==> src/rtl/fswg_cfg.svh <==
// fswg_cfg.svh: numeric constants of the flash status write gate.
// assumes: included by bare name from rtl/ sources only.
`ifndef FSWG_CFG_SVH
`define FSWG_CFG_SVH

// ****************************************************************
// status register layout
// ****************************************************************
`define FSWG_STATUS_RST      8'h00
`define FSWG_SR_BUSY_BIT     0
`define FSWG_SR_PERMIT_BIT   1
`define FSWG_SR_NV_LSB       2
`define FSWG_SR_NV_W         6
`define FSWG_NV_LOCK_BIT     5
`define FSWG_NV_QUAD_BIT     4
`define FSWG_NV_PROT_W       4

// ****************************************************************
// instruction codes
// ****************************************************************
`define FSWG_OP_SET_PERMIT   8'h06
`define FSWG_OP_CLR_PERMIT   8'h04
`define FSWG_OP_SR_WRITE     8'h01
`define FSWG_OP_SR_READ      8'h05
`define FSWG_OP_RESET_EN     8'h66
`define FSWG_OP_RESET        8'h99
`define FSWG_OP_SUSPEND_A    8'h75
`define FSWG_OP_SUSPEND_B    8'hB0
`define FSWG_OP_CHIP_ERASE_A 8'hC7
`define FSWG_OP_CHIP_ERASE_B 8'h60
`define FSWG_PERMIT_OP_NUM   30
`define FSWG_PERMIT_OPS '{8'h02, 8'h12, 8'h32, 8'h38, 8'h34, 8'h3E, \
  8'hD7, 8'h20, 8'h21, 8'h52, 8'h5C, 8'hD8, 8'hDC, 8'hC7, 8'h60, \
  8'h01, 8'h42, 8'h65, 8'h85, 8'h64, 8'h62, 8'h15, 8'h18, 8'hFD, \
  8'hE3, 8'hE4, 8'h2F, 8'hA6, 8'h91, 8'hE8}

// ****************************************************************
// timing
// ****************************************************************
`define FSWG_CLK_MHZ         50
`define FSWG_SR_WRITE_NS     2000
`define FSWG_TIMER_W         16

`endif

==> src/rtl/fswg_pkg.sv <==
// fswg_pkg: types shared by the flash status write gate modules.
// assumes: numbers live in fswg_cfg.svh, not here.
package fswg_pkg;
  typedef logic [7:0] fswg_byte_t;
  typedef enum logic [2:0] {
    FSWG_ST_IDLE = 3'b001,
    FSWG_ST_NV   = 3'b010,
    FSWG_ST_EXT  = 3'b100
  } fswg_state_e;
endpackage : fswg_pkg

==> src/rtl/fswg_ser_if.sv <==
// fswg_ser_if: byte level link between serial shifter and decoder.
// assumes: one sys_clk domain; strobes are one cycle wide.
`timescale 1ns/1ns
`default_nettype none
interface fswg_ser_if;
  logic               byte_stb;
  fswg_pkg::fswg_byte_t rx_byte;
  logic               byte_first;
  logic               frame_end;
  logic               frame_aligned;
  logic               tx_en;
  fswg_pkg::fswg_byte_t tx_byte;
  modport shifter (output byte_stb, rx_byte, byte_first, frame_end,
                   output frame_aligned, input tx_en, tx_byte);
  modport decoder (input byte_stb, rx_byte, byte_first, frame_end,
                   input frame_aligned, output tx_en, tx_byte);
endinterface : fswg_ser_if
`default_nettype wire

==> src/rtl/fswg_status_gate.sv <==
// fswg_status_gate: status register and instruction gate of a
// serial flash. decodes whole frames, keeps busy, permit and the
// non-volatile status bits, and hands array work to a sequencer.
// assumes: sequencer outside pulses op_done once per op_start.
//
// Summary of operation
// RULE1: register read repeats the status byte until chip select rises.
// RULE2: bit 0 is read-only busy, 1 while an internal cycle runs.
// RULE3: bit 1 shows the modify-permit latch.
// RULE4: only set-permit sets the latch; the status write data byte never moves it.
// RULE5: bits 2 to 5 hold the non-volatile block protection level.
// RULE6: bit 6 is the non-volatile four-lane enable.
// RULE7: bit 7 is the non-volatile status lock, qualified by protect pin.
// RULE8: protection, four-lane and lock bits change only by status write.
// RULE9: all eight status bits read zero after reset.
// RULE10: busy stays set for the whole internal operation.
// RULE11: while busy only reads, resets and suspend are accepted.
// RULE12: busy clears on completion, pass or fail; new instructions follow.
// RULE13: permit-requiring operations are refused while the latch is 0.
// RULE14: a complete set-permit instruction sets the latch.
// RULE15: host issues set-permit before each modifying instruction.
// RULE16: clear-permit or completion of any write clears the latch.
// RULE17: volatile register writes need no permit.
// RULE18: lock set and protect pin low makes status write ignored.
// RULE19: new non-volatile bits apply at write end, busy held meanwhile.
`timescale 1ns/1ns
`default_nettype none
`include "fswg_cfg.svh"
module fswg_status_gate #(
  parameter int SR_WRITE_NS = `FSWG_SR_WRITE_NS
) (
  input  wire logic  sys_clk,
  input  wire logic  rst,
  input  wire logic  cs_n,
  input  wire logic  sck,
  input  wire logic  si,
  input  wire logic  wp_n,
  input  wire logic  op_done,
  output logic       so_out,
  output logic       so_oe,
  output logic       op_busy_flag,
  output logic       modify_permit_latch,
  output logic [3:0] prot_level,
  output logic       four_lane_enable,
  output logic       status_lock,
  output logic       op_start,
  output logic [7:0] op_code,
  output logic       suspend_req,
  output logic       soft_reset_req
);
  localparam int SR_CYC = (SR_WRITE_NS * `FSWG_CLK_MHZ + 999) / 1000;
  localparam logic [7:0] PERMIT_OPS [`FSWG_PERMIT_OP_NUM] =
    `FSWG_PERMIT_OPS;

  if (SR_CYC < 1 || SR_CYC >= (1 << `FSWG_TIMER_W)) begin : g_chk
    $error("status write time does not fit the timer");
  end

  fswg_ser_if ser ();

  fswg_shift u_shift (
    .sys_clk (sys_clk),
    .rst     (rst),
    .cs_n    (cs_n),
    .sck     (sck),
    .si      (si),
    .so_out  (so_out),
    .so_oe   (so_oe),
    .ser     (ser.shifter)
  );

  // ****************************************************************
  // state
  // ****************************************************************
  fswg_pkg::fswg_state_e state_q, state_d;
  logic [`FSWG_TIMER_W-1:0] timer_q, timer_d;
  logic [`FSWG_SR_NV_W-1:0] nv_q, nv_d, pend_q, pend_d;
  logic       permit_q, permit_d, busy_q, busy_d;
  logic [7:0] opc_q, opc_d, data1_q, data1_d, tx_byte_q, tx_byte_d;
  logic [7:0] op_code_q, op_code_d, status;
  logic       opc_vld_q, opc_vld_d, arm_q, arm_d, tx_en_q, tx_en_d;
  logic [1:0] nb_q, nb_d;
  logic       start_q, start_d, susp_q, susp_d, srst_q, srst_d;
  logic       idle, need_permit, whole, sr_locked, chip_erase;

  // ****************************************************************
  // frame decode and status update
  // ****************************************************************
  always_comb begin
    status = {nv_q, permit_q, busy_q};                   // RULE2 RULE3
    idle   = (state_q == fswg_pkg::FSWG_ST_IDLE);
    need_permit = 1'b0;
    for (int i = 0; i < `FSWG_PERMIT_OP_NUM; i++) begin
      if (opc_q == PERMIT_OPS[i]) begin
        need_permit = 1'b1;
      end
    end
    whole      = opc_vld_q && ser.frame_aligned;
    sr_locked  = nv_q[`FSWG_NV_LOCK_BIT] && !wp_n;
    chip_erase = (opc_q == `FSWG_OP_CHIP_ERASE_A) ||
                 (opc_q == `FSWG_OP_CHIP_ERASE_B);
    state_d   = state_q;
    timer_d   = timer_q;
    nv_d      = nv_q;
    pend_d    = pend_q;
    permit_d  = permit_q;
    opc_d     = opc_q;
    opc_vld_d = opc_vld_q;
    data1_d   = data1_q;
    nb_d      = nb_q;
    arm_d     = arm_q;
    tx_en_d   = tx_en_q;
    tx_byte_d = tx_byte_q;
    op_code_d = op_code_q;
    start_d   = 1'b0;
    susp_d    = 1'b0;
    srst_d    = 1'b0;
    if (ser.byte_stb) begin
      tx_byte_d = status;                                // RULE1
      if (ser.byte_first) begin
        opc_d     = ser.rx_byte;
        opc_vld_d = 1'b1;
        nb_d      = 2'd1;
        tx_en_d   = (ser.rx_byte == `FSWG_OP_SR_READ);
      end else begin
        if (nb_q == 2'd1) begin
          data1_d = ser.rx_byte;
        end
        if (nb_q != 2'd3) begin
          nb_d = nb_q + 2'd1;
        end
      end
    end
    case (state_q)
      fswg_pkg::FSWG_ST_NV: begin
        if (timer_q == '0) begin
          nv_d     = pend_q;                             // RULE19 RULE8
          permit_d = 1'b0;                               // RULE16
          state_d  = fswg_pkg::FSWG_ST_IDLE;             // RULE12
        end else begin
          timer_d = timer_q - 1'b1;
        end
      end
      fswg_pkg::FSWG_ST_EXT: begin
        if (op_done) begin
          permit_d = 1'b0;                               // RULE16
          state_d  = fswg_pkg::FSWG_ST_IDLE;             // RULE12
        end
      end
      default: begin
      end
    endcase
    if (ser.frame_end) begin
      tx_en_d   = 1'b0;                                  // RULE1
      opc_vld_d = 1'b0;
      arm_d     = 1'b0;
      if (whole) begin
        case (opc_q)
          `FSWG_OP_SET_PERMIT: begin
            if (idle && nb_q == 2'd1) begin
              permit_d = 1'b1;                           // RULE14 RULE11
            end
          end
          `FSWG_OP_CLR_PERMIT: begin
            if (idle && nb_q == 2'd1) begin
              permit_d = 1'b0;                           // RULE16 RULE4
            end
          end
          `FSWG_OP_RESET_EN: begin
            arm_d = (nb_q == 2'd1);
          end
          `FSWG_OP_RESET: begin
            // reset is honoured even while busy; pending work is dropped
            if (arm_q && nb_q == 2'd1) begin
              srst_d   = 1'b1;                           // RULE11
              permit_d = 1'b0;
              state_d  = fswg_pkg::FSWG_ST_IDLE;
            end
          end
          `FSWG_OP_SUSPEND_A, `FSWG_OP_SUSPEND_B: begin
            susp_d = (state_q == fswg_pkg::FSWG_ST_EXT); // RULE11
          end
          `FSWG_OP_SR_WRITE: begin
            // permit bit of the data byte is discarded; latch holds until write end
            if (idle && permit_q && nb_q >= 2'd2 &&
                !sr_locked) begin                        // RULE13 RULE18
              pend_d  = data1_q[7:`FSWG_SR_NV_LSB];      // RULE4
              timer_d = `FSWG_TIMER_W'(SR_CYC - 1);
              state_d = fswg_pkg::FSWG_ST_NV;            // RULE10
            end
          end
          default: begin
            // permit-list codes start the sequencer when idle with latch set, chip erase only at protection level 0; others are ignored
            if (idle && permit_q && need_permit &&
                !(chip_erase &&
                  nv_q[`FSWG_NV_PROT_W-1:0] != '0)) begin // RULE13 RULE17
              start_d   = 1'b1;
              op_code_d = opc_q;
              state_d   = fswg_pkg::FSWG_ST_EXT;         // RULE10
            end
          end
        endcase
      end
    end
    busy_d = (state_d != fswg_pkg::FSWG_ST_IDLE);        // RULE10
  end

  always_ff @(posedge sys_clk) begin
    if (rst) begin
      state_q   <= fswg_pkg::FSWG_ST_IDLE;
      timer_q   <= '0;
      nv_q      <= `FSWG_SR_NV_W'(                       // RULE9
                     `FSWG_STATUS_RST >> `FSWG_SR_NV_LSB);
      pend_q    <= '0;
      permit_q  <= 1'b0;
      busy_q    <= 1'b0;
      opc_q     <= 8'h00;
      opc_vld_q <= 1'b0;
      data1_q   <= 8'h00;
      nb_q      <= 2'd0;
      arm_q     <= 1'b0;
      tx_en_q   <= 1'b0;
      tx_byte_q <= `FSWG_STATUS_RST;
      op_code_q <= 8'h00;
      start_q   <= 1'b0;
      susp_q    <= 1'b0;
      srst_q    <= 1'b0;
    end else begin
      state_q   <= state_d;
      timer_q   <= timer_d;
      nv_q      <= nv_d;
      pend_q    <= pend_d;
      permit_q  <= permit_d;
      busy_q    <= busy_d;
      opc_q     <= opc_d;
      opc_vld_q <= opc_vld_d;
      data1_q   <= data1_d;
      nb_q      <= nb_d;
      arm_q     <= arm_d;
      tx_en_q   <= tx_en_d;
      tx_byte_q <= tx_byte_d;
      op_code_q <= op_code_d;
      start_q   <= start_d;
      susp_q    <= susp_d;
      srst_q    <= srst_d;
    end
  end

  assign ser.tx_en           = tx_en_q;
  assign ser.tx_byte         = tx_byte_q;
  assign op_busy_flag        = busy_q;
  assign modify_permit_latch = permit_q;
  assign prot_level          = nv_q[`FSWG_NV_PROT_W-1:0];  // RULE5
  assign four_lane_enable    = nv_q[`FSWG_NV_QUAD_BIT];    // RULE6
  assign status_lock         = nv_q[`FSWG_NV_LOCK_BIT];    // RULE7
  assign op_start            = start_q;
  assign op_code             = op_code_q;
  assign suspend_req         = susp_q;
  assign soft_reset_req      = srst_q;
endmodule : fswg_status_gate
`default_nettype wire

==> src/rtl/fswg_shift.sv <==
// fswg_shift: serial bus byte shifter, mode 0 and mode 3.
// assumes: cs_n, sck, si synchronous to sys_clk; each sck phase
// lasts at least four sys_clk cycles.
`timescale 1ns/1ns
`default_nettype none
module fswg_shift (
  input  wire logic    sys_clk,
  input  wire logic    rst,
  input  wire logic    cs_n,
  input  wire logic    sck,
  input  wire logic    si,
  output logic         so_out,
  output logic         so_oe,
  fswg_ser_if.shifter  ser
);
  logic       sck_prev_q, sck_prev_d, cs_prev_q, cs_prev_d;
  logic [2:0] bit_cnt_q, bit_cnt_d;
  logic [7:0] rx_sh_q, rx_sh_d, rx_byte_q, rx_byte_d;
  logic [7:0] tx_sh_q, tx_sh_d;
  logic       first_q, first_d, stb_q, stb_d, bfirst_q, bfirst_d;
  logic       fend_q, fend_d, align_q, align_d;
  logic       so_q, so_d, oe_q, oe_d;
  logic       rise, fall;

  always_comb begin
    rise      = !cs_n && sck && !sck_prev_q;
    fall      = !cs_n && !sck && sck_prev_q;
    sck_prev_d = sck;
    cs_prev_d = cs_n;
    bit_cnt_d = bit_cnt_q;
    rx_sh_d   = rx_sh_q;
    rx_byte_d = rx_byte_q;
    tx_sh_d   = tx_sh_q;
    first_d   = first_q;
    stb_d     = 1'b0;
    bfirst_d  = bfirst_q;
    fend_d    = 1'b0;
    align_d   = align_q;
    so_d      = so_q;
    oe_d      = oe_q && !cs_n && ser.tx_en;
    if (cs_n && !cs_prev_q) begin
      fend_d    = 1'b1;
      align_d   = (bit_cnt_q == 3'd0);
      bit_cnt_d = 3'd0;
      first_d   = 1'b1;
    end else if (rise) begin
      rx_sh_d   = {rx_sh_q[6:0], si};
      bit_cnt_d = bit_cnt_q + 3'd1;
      if (bit_cnt_q == 3'd7) begin
        stb_d     = 1'b1;
        rx_byte_d = {rx_sh_q[6:0], si};
        bfirst_d  = first_q;
        first_d   = 1'b0;
      end
    end
    // output bits change on falling edges, host samples on rising
    if (fall && ser.tx_en) begin
      oe_d = 1'b1;
      if (bit_cnt_q == 3'd0) begin
        so_d    = ser.tx_byte[7];
        tx_sh_d = {ser.tx_byte[6:0], 1'b0};
      end else begin
        so_d    = tx_sh_q[7];
        tx_sh_d = {tx_sh_q[6:0], 1'b0};
      end
    end
  end

  always_ff @(posedge sys_clk) begin
    if (rst) begin
      sck_prev_q <= 1'b0;
      cs_prev_q  <= 1'b1;
      bit_cnt_q  <= 3'd0;
      rx_sh_q    <= 8'h00;
      rx_byte_q  <= 8'h00;
      tx_sh_q    <= 8'h00;
      first_q    <= 1'b1;
      stb_q      <= 1'b0;
      bfirst_q   <= 1'b0;
      fend_q     <= 1'b0;
      align_q    <= 1'b0;
      so_q       <= 1'b0;
      oe_q       <= 1'b0;
    end else begin
      sck_prev_q <= sck_prev_d;
      cs_prev_q  <= cs_prev_d;
      bit_cnt_q  <= bit_cnt_d;
      rx_sh_q    <= rx_sh_d;
      rx_byte_q  <= rx_byte_d;
      tx_sh_q    <= tx_sh_d;
      first_q    <= first_d;
      stb_q      <= stb_d;
      bfirst_q   <= bfirst_d;
      fend_q     <= fend_d;
      align_q    <= align_d;
      so_q       <= so_d;
      oe_q       <= oe_d;
    end
  end

  assign ser.byte_stb      = stb_q;
  assign ser.rx_byte       = rx_byte_q;
  assign ser.byte_first    = bfirst_q;
  assign ser.frame_end     = fend_q;
  assign ser.frame_aligned = align_q;
  assign so_out            = so_q;
  assign so_oe             = oe_q;
endmodule : fswg_shift
`default_nettype wire

==> config.mk <==
export PLATFORM = sky130hd
export DESIGN_NAME = fswg_status_gate
export DESIGN_NICKNAME = d
export VERILOG_FILES = /design/src/rtl/fswg_pkg.sv /design/src/rtl/fswg_ser_if.sv /design/src/rtl/fswg_status_gate.sv /design/src/rtl/fswg_shift.sv
export VERILOG_INCLUDE_DIRS = /design/src /design/src/rtl
export SDC_FILE = /design/constraint.sdc
export NUM_CORES = 1
export LEC_CHECK = 0
export BUFFER_PORTS_ARGS = -buffer_cell sky130_fd_sc_hd__buf_4
export CAP_MARGIN = 20
export CELL_PAD_IN_SITES_DETAIL_PLACEMENT = 0
export CELL_PAD_IN_SITES_GLOBAL_PLACEMENT = 1
export CORE_UTILIZATION = 46
export CTS_CLUSTER_DIAMETER = 80
export DETAILED_ROUTE_END_ITERATION = 12
export PLACE_DENSITY_LB_ADDON = 0.15
export SLEW_MARGIN = 20
export SYNTH_ARGS = -nofsm -noshare
export SYNTH_HDL_FRONTEND = slang
export SYNTH_SLANG_ARGS = --single-unit
==> constraint.sdc <==
create_clock -name sys_clk -period 6.6 [get_ports sys_clk]
set_clock_uncertainty 0.05 [all_clocks]
set_input_delay 0.99 -clock sys_clk [delete_from_list [all_inputs] [get_ports sys_clk]]
set_output_delay 0.99 -clock sys_clk [all_outputs]
set_load 0.05 [all_outputs]
### After elaboration in Yosys (flattened, before gate mapping)

Index checks and enable logic that the tools add are counted.
W data, S select, Z words.

| operators by class | value |
|---|---|
| add/subtract/negate cells | 3 |
| $lt $le $gt $ge | 1 |
| eq/ne operators | 44 |
| multiplexer cells | 65 |
| bitwise logic cells | 8 |
| reduce and logical (&&, ||, !) cells | 48 |

Operators by type and width:

| kind | count |
|---|---|
| $eq A8 B8 Y1 const B | 13 |
| $mux W16 | 6 |
| $eq A8 B7 Y1 const B | 9 |
| $eq A8 B6 Y1 const B | 7 |
| $mux W1 | 45 |
| $eq A8 B3 Y1 const B | 3 |
| $eq A8 B5 Y1 const B | 3 |
| $mux W3 | 7 |
| $logic_and A1 B1 Y1 | 18 |
| $logic_not A16 Y1 | 1 |
| $sub A16 B1 Y16 const B | 1 |
| $reduce_and A2 Y1 | 5 |
| $reduce_or A10 Y1 | 1 |
| $pmux W3 S3 | 1 |
| $eq A8 B1 Y1 const B | 1 |
| $eq A8 B2 Y1 const B | 1 |
| $mux W8 | 1 |
| $not A1 Y1 | 8 |
| $reduce_and A4 Y1 | 2 |
| $reduce_or A4 Y1 | 2 |
| $logic_not A1 Y1 | 7 |
| $reduce_or A7 Y1 | 1 |
| $eq A3 B3 Y1 const B | 2 |
| $pmux W3 S2 | 1 |
| other kinds (19) | 23 |

| storage, ports and cells | value |
|---|---|
| flip-flop bits (word level) | 108 |
| output and inout port bits | 21 |

### Depth between registers and ports, before layout

Gate-level depths: netlist of run 1.

| logic depth | value |
|---|---|
| depth after elaboration | 38 |
| gate-level depth with buffers | 10 |

### Modules after synthesis

From an unflattened synthesis of run 1, not the netlist that was laid out.

| second synthesis, totals | value |
|---|---|
| cell total of the unflattened synthesis | 566 |
| area total of the unflattened synthesis | 4827.1 sq um |

Modules (own cells, without submodules):

| module | times used | cells each | area each (sq um) | seq. area each (sq um) |
|---|---|---|---|---|
| fswg_status_gate | 1 | 422 | 3513.4 | 1421.4 |
| fswg_shift | 1 | 144 | 1313.8 | 680.7 |

### Worst setup path after synthesis of run 1

OpenSTA, ideal clock, no wires.

| timing path | value |
|---|---|
| path type | reg-to-reg |
| from | register timer_q[0] |
| to | register busy_q (netlist: op_busy_flag) |
| arrival time | 2127 ps |
| data required time | 6421 ps |
| setup slack | 4294 ps |
| stages on the path, launching flop included | 10 |
| path buffers | 0 |
| period minus slack after synthesis | 2306 ps |
| cell sequence | dfxtp_1 > inv_1 > ha_1 > or3b_1 > or3_4 > nor4_4 > nand2_2 > nand3_2 > and3_1 > o21ai_1 |

| on the way | value |
|---|---|
| cells in the longest elaborated chain, start to end | 8 |
| elaborated cells between the ends (all ways) | 10 |

Ends and longest elaborated chain:

| item | RTL line | text |
|---|---|---|
| start: declaration | fswg_status_gate.sv:76 | `` logic [`FSWG_TIMER_W-1:0] timer_q, timer_d; `` |
| start signal: assignment | fswg_status_gate.sv:230 | `timer_q <= timer_d;` |
| $logic_not A16 Y1 (*) | fswg_status_gate.sv:136 | `if (timer_q == '0) begin` |
| $mux W3 (*) | fswg_status_gate.sv:136 |  |
| $pmux W3 S2 (*) | fswg_status_gate.sv:134 | `case (state_q)` |
| $mux W3 (on tied branches) | fswg_status_gate.sv:194, fswg_status_gate.sv:174, fswg_status_gate.sv:185 |  |
| $pmux W3 S3 | fswg_status_gate.sv:158 | `case (opc_q)` |
| $mux W3 | fswg_status_gate.sv:157 | `if (whole) begin` |
| $mux W3 (*) | fswg_status_gate.sv:153 | `if (ser.frame_end) begin` |
| $ne A3 B1 Y1 (*) | fswg_status_gate.sv:205 | `busy_d = (state_d != fswg_pkg::FSWG_ST_IDLE);` |
| end signal: assignment | fswg_status_gate.sv:234 | `busy_q <= busy_d;` |
| end: declaration | fswg_status_gate.sv:78 | `logic permit_q, permit_d, busy_q, busy_d;` |

Every way passes the cells marked *; elsewhere a longest branch is shown, timed or not.
A chain may end at the register's enable or synchronous reset.

### Worst setup path after layout of run 1

| timing path | value |
|---|---|
| from | register opc_q[0] |
| to | register timer_q[14] |

| on the way | value |
|---|---|
| cells in the longest elaborated chain, start to end | 4 |

Ends and longest elaborated chain:

| item | RTL line | text |
|---|---|---|
| start: declaration | fswg_status_gate.sv:79 | `logic [7:0] opc_q, opc_d, data1_q, data1_d, tx_byte_q, tx_byte_d;` |
| start signal: assignment | fswg_status_gate.sv:235 | `opc_q <= opc_d;` |
| $eq A8 B1 Y1 | fswg_status_gate.sv:158 |  |
| $mux W16 | fswg_status_gate.sv:158 |  |
| $mux W16 | fswg_status_gate.sv:157 |  |
| $mux W16 | fswg_status_gate.sv:153 |  |

No other way between the ends.

==> results of run 1 <==
-- routing by layer --
layer | up-vias | global-route usage [%]
li1 | 1987 | -
met1 | 1765 | 27.2
met2 | 57 | 32.8
met3 | 12 | 4.21
met4 | 0 | 6.14
met5 | - | 0
-- cell type report --
class,count,area share (%)
clock inverter,4,0.709
timing repair buffer,28,3.97
tap,136,3.22
clock buffer,11,2.67
multi-input combinational,415,48.9
sequential,105,39.7
inverter,12,0.851
-- how the worst max path moves through the flow --
stage | depth (start not counted) | to | startpoint | slack, ns
2_1_floorplan | 9 | op_busy_flag$_SDFF_PP0_ | timer_q[0]$_SDFF_PP0_ | 4.29
3_3_place_gp | 7 | op_busy_flag$_SDFF_PP0_ | opc_q[5]$_SDFFE_PP0P_ | 3.61
3_5_place_dp | 7 | op_busy_flag$_SDFF_PP0_ | opc_q[5]$_SDFFE_PP0P_ | 3.49
4_1_cts | 7 | op_busy_flag$_SDFF_PP0_ | opc_q[5]$_SDFFE_PP0P_ | 3.50
5_1_grt | 5 | timer_q[2]$_SDFF_PP0_ | opc_q[0]$_SDFFE_PP0P_ | 3.39
6_report | 5 | timer_q[14]$_SDFF_PP0_ | opc_q[0]$_SDFFE_PP0P_ | 3.64
-- sequential cells by signal (all words and copies together) (netlist names), 2 cells and up --
signal               flops
data1_q                  6
nb_q                     2
nv_q                     6
op_code                  8
opc_q                    8
pend_q                   6
ser.tx_byte              8
state_q                  3
timer_q                 16
u_shift.bit_cnt_q        3
u_shift.rx_sh_q          7
u_shift.ser.rx_byte      8
u_shift.tx_sh_q          7
-- placed cells by master, fill, tap and decap left out, drive strengths merged, types with 4 or more instances in the layout --
cell type,synthesis,layout
nand4,4,4
nand4b,4,4
a211oi,4,4
a21oi,38,38
a2111oi,4,4
nor2,77,77
nor2b,4,4
and3,4,4
xnor2,10,10
nor3b,5,5
inv,12,14
ha,7,7
and2,4,4
mux2i,35,35
or4,4,4
nand3b,4,4
clkbuf,17,11
o21ai,8,8
buf,22,28
nand2b,17,17
nor3,8,8
nor4,12,12
nand3,12,12
nand2,91,91
xor2,5,5
a311oi,7,7
dfxtp,105,105
-- per-stage QoR --
stage / instance area, um2 / worst slack (ns) / hold slack, ns
detailed placement: 5100 / 3.49 / 0.392
floorplan: 4900 / 4.29 / 0.376
global route: 5290 / 3.39 / 0.426
global placement: 5100 / 3.61 / 0.382
CTS: 5280 / 3.50 / 0.410
finish: 5290 / 3.64 / 0.409
-- cell families (layout without fill, tap and decap cells) --
logic type / after synthesis / in the layout / share of synthesized area (%)
and+or+nand+nor: 272 / 272 / 28.7
DFF: 105 / 105 / 42.9
muxes: 35 / 35 / 7.15
xor gates and xnor gates: 15 / 15 / 2.68
buffers and inverters: 51 / 55 / 4.70
adders and majority gates: 7 / 7 / 1.79
AOI/OAI and AO/OA: 86 / 86 / 12.1
-- critical path: stages (launching register included) --
cell       delay (ns)
dfxtp_1          0.74
or3b_1           0.42
nand4bb_1        0.27
or4_1            0.74
nand2b_1         0.50
nor2_1           0.10
-- power by group through the flow --
stage / clock network (mW) / logic [mW] / registers (mW)
after CTS: 0.390 / 0.0240 / 0.637
final: 0.376 / 0.0236 / 0.637
after detailed placement: 0 / 0.0239 / 0.651
after floorplan: 0 / 0.0166 / 0.651
after global placement: 0 / 0.0236 / 0.651
after global routing: 0.410 / 0.0266 / 0.637
==> flow_summary.ini, run 1 <==
[layout]
layout-drive-gt1-share_pct = 10.1
nNetsFinal = 585
fillers = 1022
antenna_cells = 0
layout.area.seq_um2 = 2100
multi_input_area_um2 = 2580
finalNonFillerCells = 711
final_util_pct = 51.3
area.growth.synth_to_final_pct = 7.97

[sta]
fmax_mhz = 338
rsz0062_at_grt = no
tns_ns = 0
final-hold-violation-count = 0
period_share_pct = 44.9
period_needed_ns = 2.96
setup_violations = 0
slew_headroom_pct = 39.6
worst_pin_slew_ns = 0.906
slew_viol_final = 0

[yosys]
synth_cells = 571
synth_fp_nets = 585
synth_edf_count = 0
synth_common_cells = dfxtp_1 (105), nand2_1 (90), nor2_1 (77), a21oi_1 (38), mux2i_1 (35)
ys_types = 71
synthTopCellsByArea = dfxtp_1 (43%), mux2i_1 (7.1%), nand2_1 (6.9%), nor2_1 (5.9%), a21oi_1 (3.9%)
yosysMostFrequentCell = dfxtp_1
async_flop_share_pct = 0
synth_ff_type = dfxtp_1
ys_seq_area_share_pct = 42.9
synth_top_area_share_pct = 42.9
synth_area_per_cell_um2 = 8.58
yosys.area.top_type = dfxtp_1
ys_ff_latch = 105
ys.warnings.count = 0
synth_area_um2 = 4900

[detailed_routing]
dr_wl_met2_mm = 4.86
top_layer = met4
met1Wirelength_mm = 5.01
drc_errors = 0
first_pass_iters = 4
wirelength_mm = 10.5
dr_wl_met3_um = 449
post_drt_wl_per_cell_um = 14.7
dr_total_vias = 3821
vias_per_cell = 5.37
drtIter0Drc = 143
ant_nets = 0

[worst_setup_path]
critical_path.reg2reg.endpoint = timer_q[14]$_SDFF_PP0_
crit_type = reg2reg
crit_fanout = 22
critPathLaunchType = flop
crit_arrival_ns = 3.16
r2r_cells = 5
crit-reg2reg-launch = opc_q[0]$_SDFFE_PP0P_
end_kind = flop
rrSetupSlack_ns = 3.64
worstPathRequired_ns = 6.80

[floorplan]
dieArea_um2 = 11100
dieWidth_um = 105
core-area_um2 = 10300
ioPinCount = 28
die_y_um = 105
initial_core_util_pct = 47.5
rows = 37

[clock_network]
htreeDepth = 3
numClockSinks = 105
cts_setup_buffers = 0
clockBufferDepth = 2
clk_pin_slew_ns = 0.10
cts_tree = built
hold_buffers = 0
worst_skew_pair.late_latency_ns = 0.37
cts_root_buf = clkbuf_8
numCtsBuffers = 9
cts_resized = 0

[power]
power.share.clock_pct = 36.3
p_int_mw = 0.792
power.leakage_nw = 1.97
sw_frac_of_total_pct = 23.6
comb_power_share_pct = 2.3
p_per_area_nw_per_um2 = 196
netSwitchingPower_mw = 0.244
p_total_mw = 1.04
vdd_drop_max_uv = 122
sequentialPowerShare_pct = 61.4

[place]
dp.cells = 696
finalWeightedCongestion = 0.817
port_buffers = 27
hpwl_mm = 7.10

[global_routing]
grt_pass1_vias = 3683
grt_pass1_wl_mm = 18.0
grt_max_degree = 92
antenna_found_initial = 0
grt_usage_pct = 20.3
grt_overflow = 0

[min_path]
holdPathStages = 2
hold_start = u_shift.rx_sh_q[6]$_SDFFE_PP0P_
holdCritPathClass = reg2reg
min_to = u_shift.ser.rx_byte[7]$_SDFFE_PP0P_

[job]
cap_violations = 0

[status]
status = complete, no violations
Power figures use the tool's default switching activity.
==> run 2: changes to the inputs <==
--- a/config.mk
+++ b/config.mk
@@ -6,11 +6,12 @@
 export SDC_FILE = /design/constraint.sdc
 export NUM_CORES = 1
 export LEC_CHECK = 0
+export ABC_AREA = 1
 export BUFFER_PORTS_ARGS = -buffer_cell sky130_fd_sc_hd__buf_4
 export CAP_MARGIN = 20
 export CELL_PAD_IN_SITES_DETAIL_PLACEMENT = 0
 export CELL_PAD_IN_SITES_GLOBAL_PLACEMENT = 1
-export CORE_UTILIZATION = 46
+export CORE_UTILIZATION = 44
 export CTS_CLUSTER_DIAMETER = 80
 export DETAILED_ROUTE_END_ITERATION = 12
 export PLACE_DENSITY_LB_ADDON = 0.15
==> constraint.sdc (replaced) <==
create_clock -name sys_clk -period 2.9 [get_ports sys_clk]
set_clock_uncertainty 0.05 [all_clocks]
set_input_delay 0.435 -clock sys_clk [delete_from_list [all_inputs] [get_ports sys_clk]]
set_output_delay 0.435 -clock sys_clk [all_outputs]
set_load 0.05 [all_outputs]
==> run 2 against run 1 <==
Against the previous run:
- critical endpoint unchanged
- largest power group unchanged
- non-clock buffer count is 3 higher
- clock power rose to 2.7 times the previous value
- routed wire length is 11% higher
- clock-buffer cell count shrank 1
==> flow_summary.ini, run 2 <==
[status]
status = complete, no violations

[sta]
setup_violations = 0
slew_headroom_pct = 57.1
tns_ns = 0
period_needed_ns = 2.05
final-hold-violation-count = 0
slew_viol_final = 0
fmax_mhz = 487
worst_pin_slew_ns = 0.640
setup_slack_ns = 0.848
period_share_pct = 70.8
rsz0062_at_grt = no

[worst_setup_path]
path_cells = inv_1 -> ha_1 -> o22a_1 -> nand2_1 -> nor2_1 -> nand2_1 -> nand2_1 -> o21bai_1 -> a21oi_1
crit_top_cell = nand2_1
end_kind = flop
crit_slowest_cell = dfxtp_1
crit_arrival_ns = 2.31
critPathLaunchType = flop
cpPeakStageDelay_ns = 0.38
crit_fanout = 12
crit_type = reg2reg
worstPathRequired_ns = 3.16
rrSetupSlack_ns = 0.85

[yosys]
yosysMostFrequentCell = nand2_1
synth_area_per_cell_um2 = 7.19
ys_types = 40
synth_area_um2 = 4700
ys_ff_latch = 105
ys.warnings.count = 0
synth_common_cells = nand2_1 (113), nor2_1 (110), dfxtp_1 (105), o21ai_0 (69), a21oi_1 (68)
synth_edf_count = 0
synth_fp_nets = 668
synth_top_area_share_pct = 44.7
synth_ff_type = dfxtp_1
ys_seq_area_share_pct = 44.7
yosys.area.top_type = dfxtp_1
synth_cells = 654
async_flop_share_pct = 0
synthTopCellsByArea = dfxtp_1 (45%), nand2_1 (9.0%), nor2_1 (8.8%), o21ai_0 (7.3%), a21oi_1 (7.2%)

[clock_network]
numCtsBuffers = 9
cts_root_buf = clkbuf_8
clk_pin_slew_ns = 0.11
cts_setup_buffers = 0
cts_tree = built
cts_resized = 0
numClockSinks = 105
htreeDepth = 3
clockBufferDepth = 2
hold_buffers = 0
worst_skew_pair.late_latency_ns = 0.38

[layout]
nNetsFinal = 693
final_common_cell = nand2_1
area.growth.synth_to_final_pct = 11.8
fillers = 1058
layout-drive-gt1-share_pct = 10.8
final_cell_mix = nand2_1 (113), nor2_1 (110), dfxtp_1 (105)
regMostFlops = timer_q
antenna_cells = 0
largest_reg_flops = 16

[floorplan]
dieArea_um2 = 11100
dieWidth_um = 105
core-area_um2 = 10300
die_y_um = 105
initial_core_util_pct = 45.5
rows = 37
ioPinCount = 28

[global_routing]
grt_pass1_wl_mm = 19.9
grt_max_degree = 51
grt_usage_pct = 22.8
antenna_found_initial = 0
grt_pass1_vias = 4130
grt_overflow = 0

[detailed_routing]
first_pass_iters = 4
drtIter0Drc = 159
wirelength_mm = 11.6
ant_nets = 0
drc_errors = 0
vias_per_cell = 5.13
post_drt_wl_per_cell_um = 14.1
dr_total_vias = 4206

[min_path]
holdCritPathClass = in2reg

[power]
vdd_drop_max_uv = 216
p_per_area_nw_per_um2 = 488
power.leakage_nw = 2.32

[place]
finalWeightedCongestion = 0.937
place_ws_ns = 0.818
port_buffers = 27
hpwl_mm = 8.58

[job]
cap_violations = 0
[run 2: path summary, 6_finish.rpt]
path,start,end,cells after the start
worst min register to register,op_code[4]$_SDFFE_PP0P_,op_code[4]$_SDFFE_PP0P_,2
worst min-delay path,cs_n,u_shift.cs_prev_q$_SDFF_PP1_,3
worst max-delay path,nb_q[0]$_SDFFE_PP0P_,timer_q[14]$_SDFF_PP0_,9
worst max register to register,nb_q[0]$_SDFFE_PP0P_,timer_q[14]$_SDFF_PP0_,9
[run 2: power by group]
group          switching (mW)  total, mW  leakage (nW)  internal [mW]
registers             0.00679       1.46         0.848           1.45
clock network           0.529       1.03         0.111          0.500
logic                  0.0562     0.0782          1.36         0.0219
total                   0.592       2.57          2.32           1.97
[run 2: cell type report]
cell class,instances,area (um2),area share [%]
multi-input combinational,458,2250,42.8
clock buffer,10,128,2.43
sequential,105,2100,40.0
clock inverter,6,98.8,1.88
timing repair buffer,31,233,4.43
tap,136,170,3.24
inverter,74,278,5.28
[run 2: logic make-up after synthesis]
| logic type | after synthesis | share of synthesized area (%) |
|---|---|---|
| flops | 105 | 44.7 |
| compound gates | 152 | 16.9 |
| xor+xnor | 12 | 2.24 |
| buf+inv | 91 | 7.45 |
| simple gates | 287 | 26.8 |
| fa+ha+maj | 7 | 1.86 |
[run 2: worst max-delay path, delay by kind of cell, from the launching register on]
family / cells / cell delay, ns
and+or+nand+nor: 4 / 0.73
adders and majority gates: 1 / 0.19
buffers and inverters: 1 / 0.08
DFF: 1 / 0.38
AOI/OAI and AO/OA: 3 / 0.55
[run 2: metrics by stage]
step / cells / hold WS [ns] / power (mW) / cell area [um2] / utilization, %
finish: 820 / 0.244 / 2.57 / 5260 / 50.9
detailed placement: 804 / 0.392 / 1.57 / 5030 / 48.7
floorplan: 654 / 0.361 / 1.54 / 4700 / -
global route: 820 / 0.239 / 2.66 / 5260 / 50.9
global placement: 804 / 0.384 / 1.57 / 5030 / 48.7
CTS: 820 / 0.234 / 2.60 / 5260 / 50.9
[run 2: layer usage]
layer  track usage [%]  vias up  part of all wire [%]
li1                  -     2175                     -
met1              29.8     1944                    48
met2              37.7       68                    47
met3              3.15       19                   2.4
met4              9.36        0                   1.8
met5                 0        -                     0
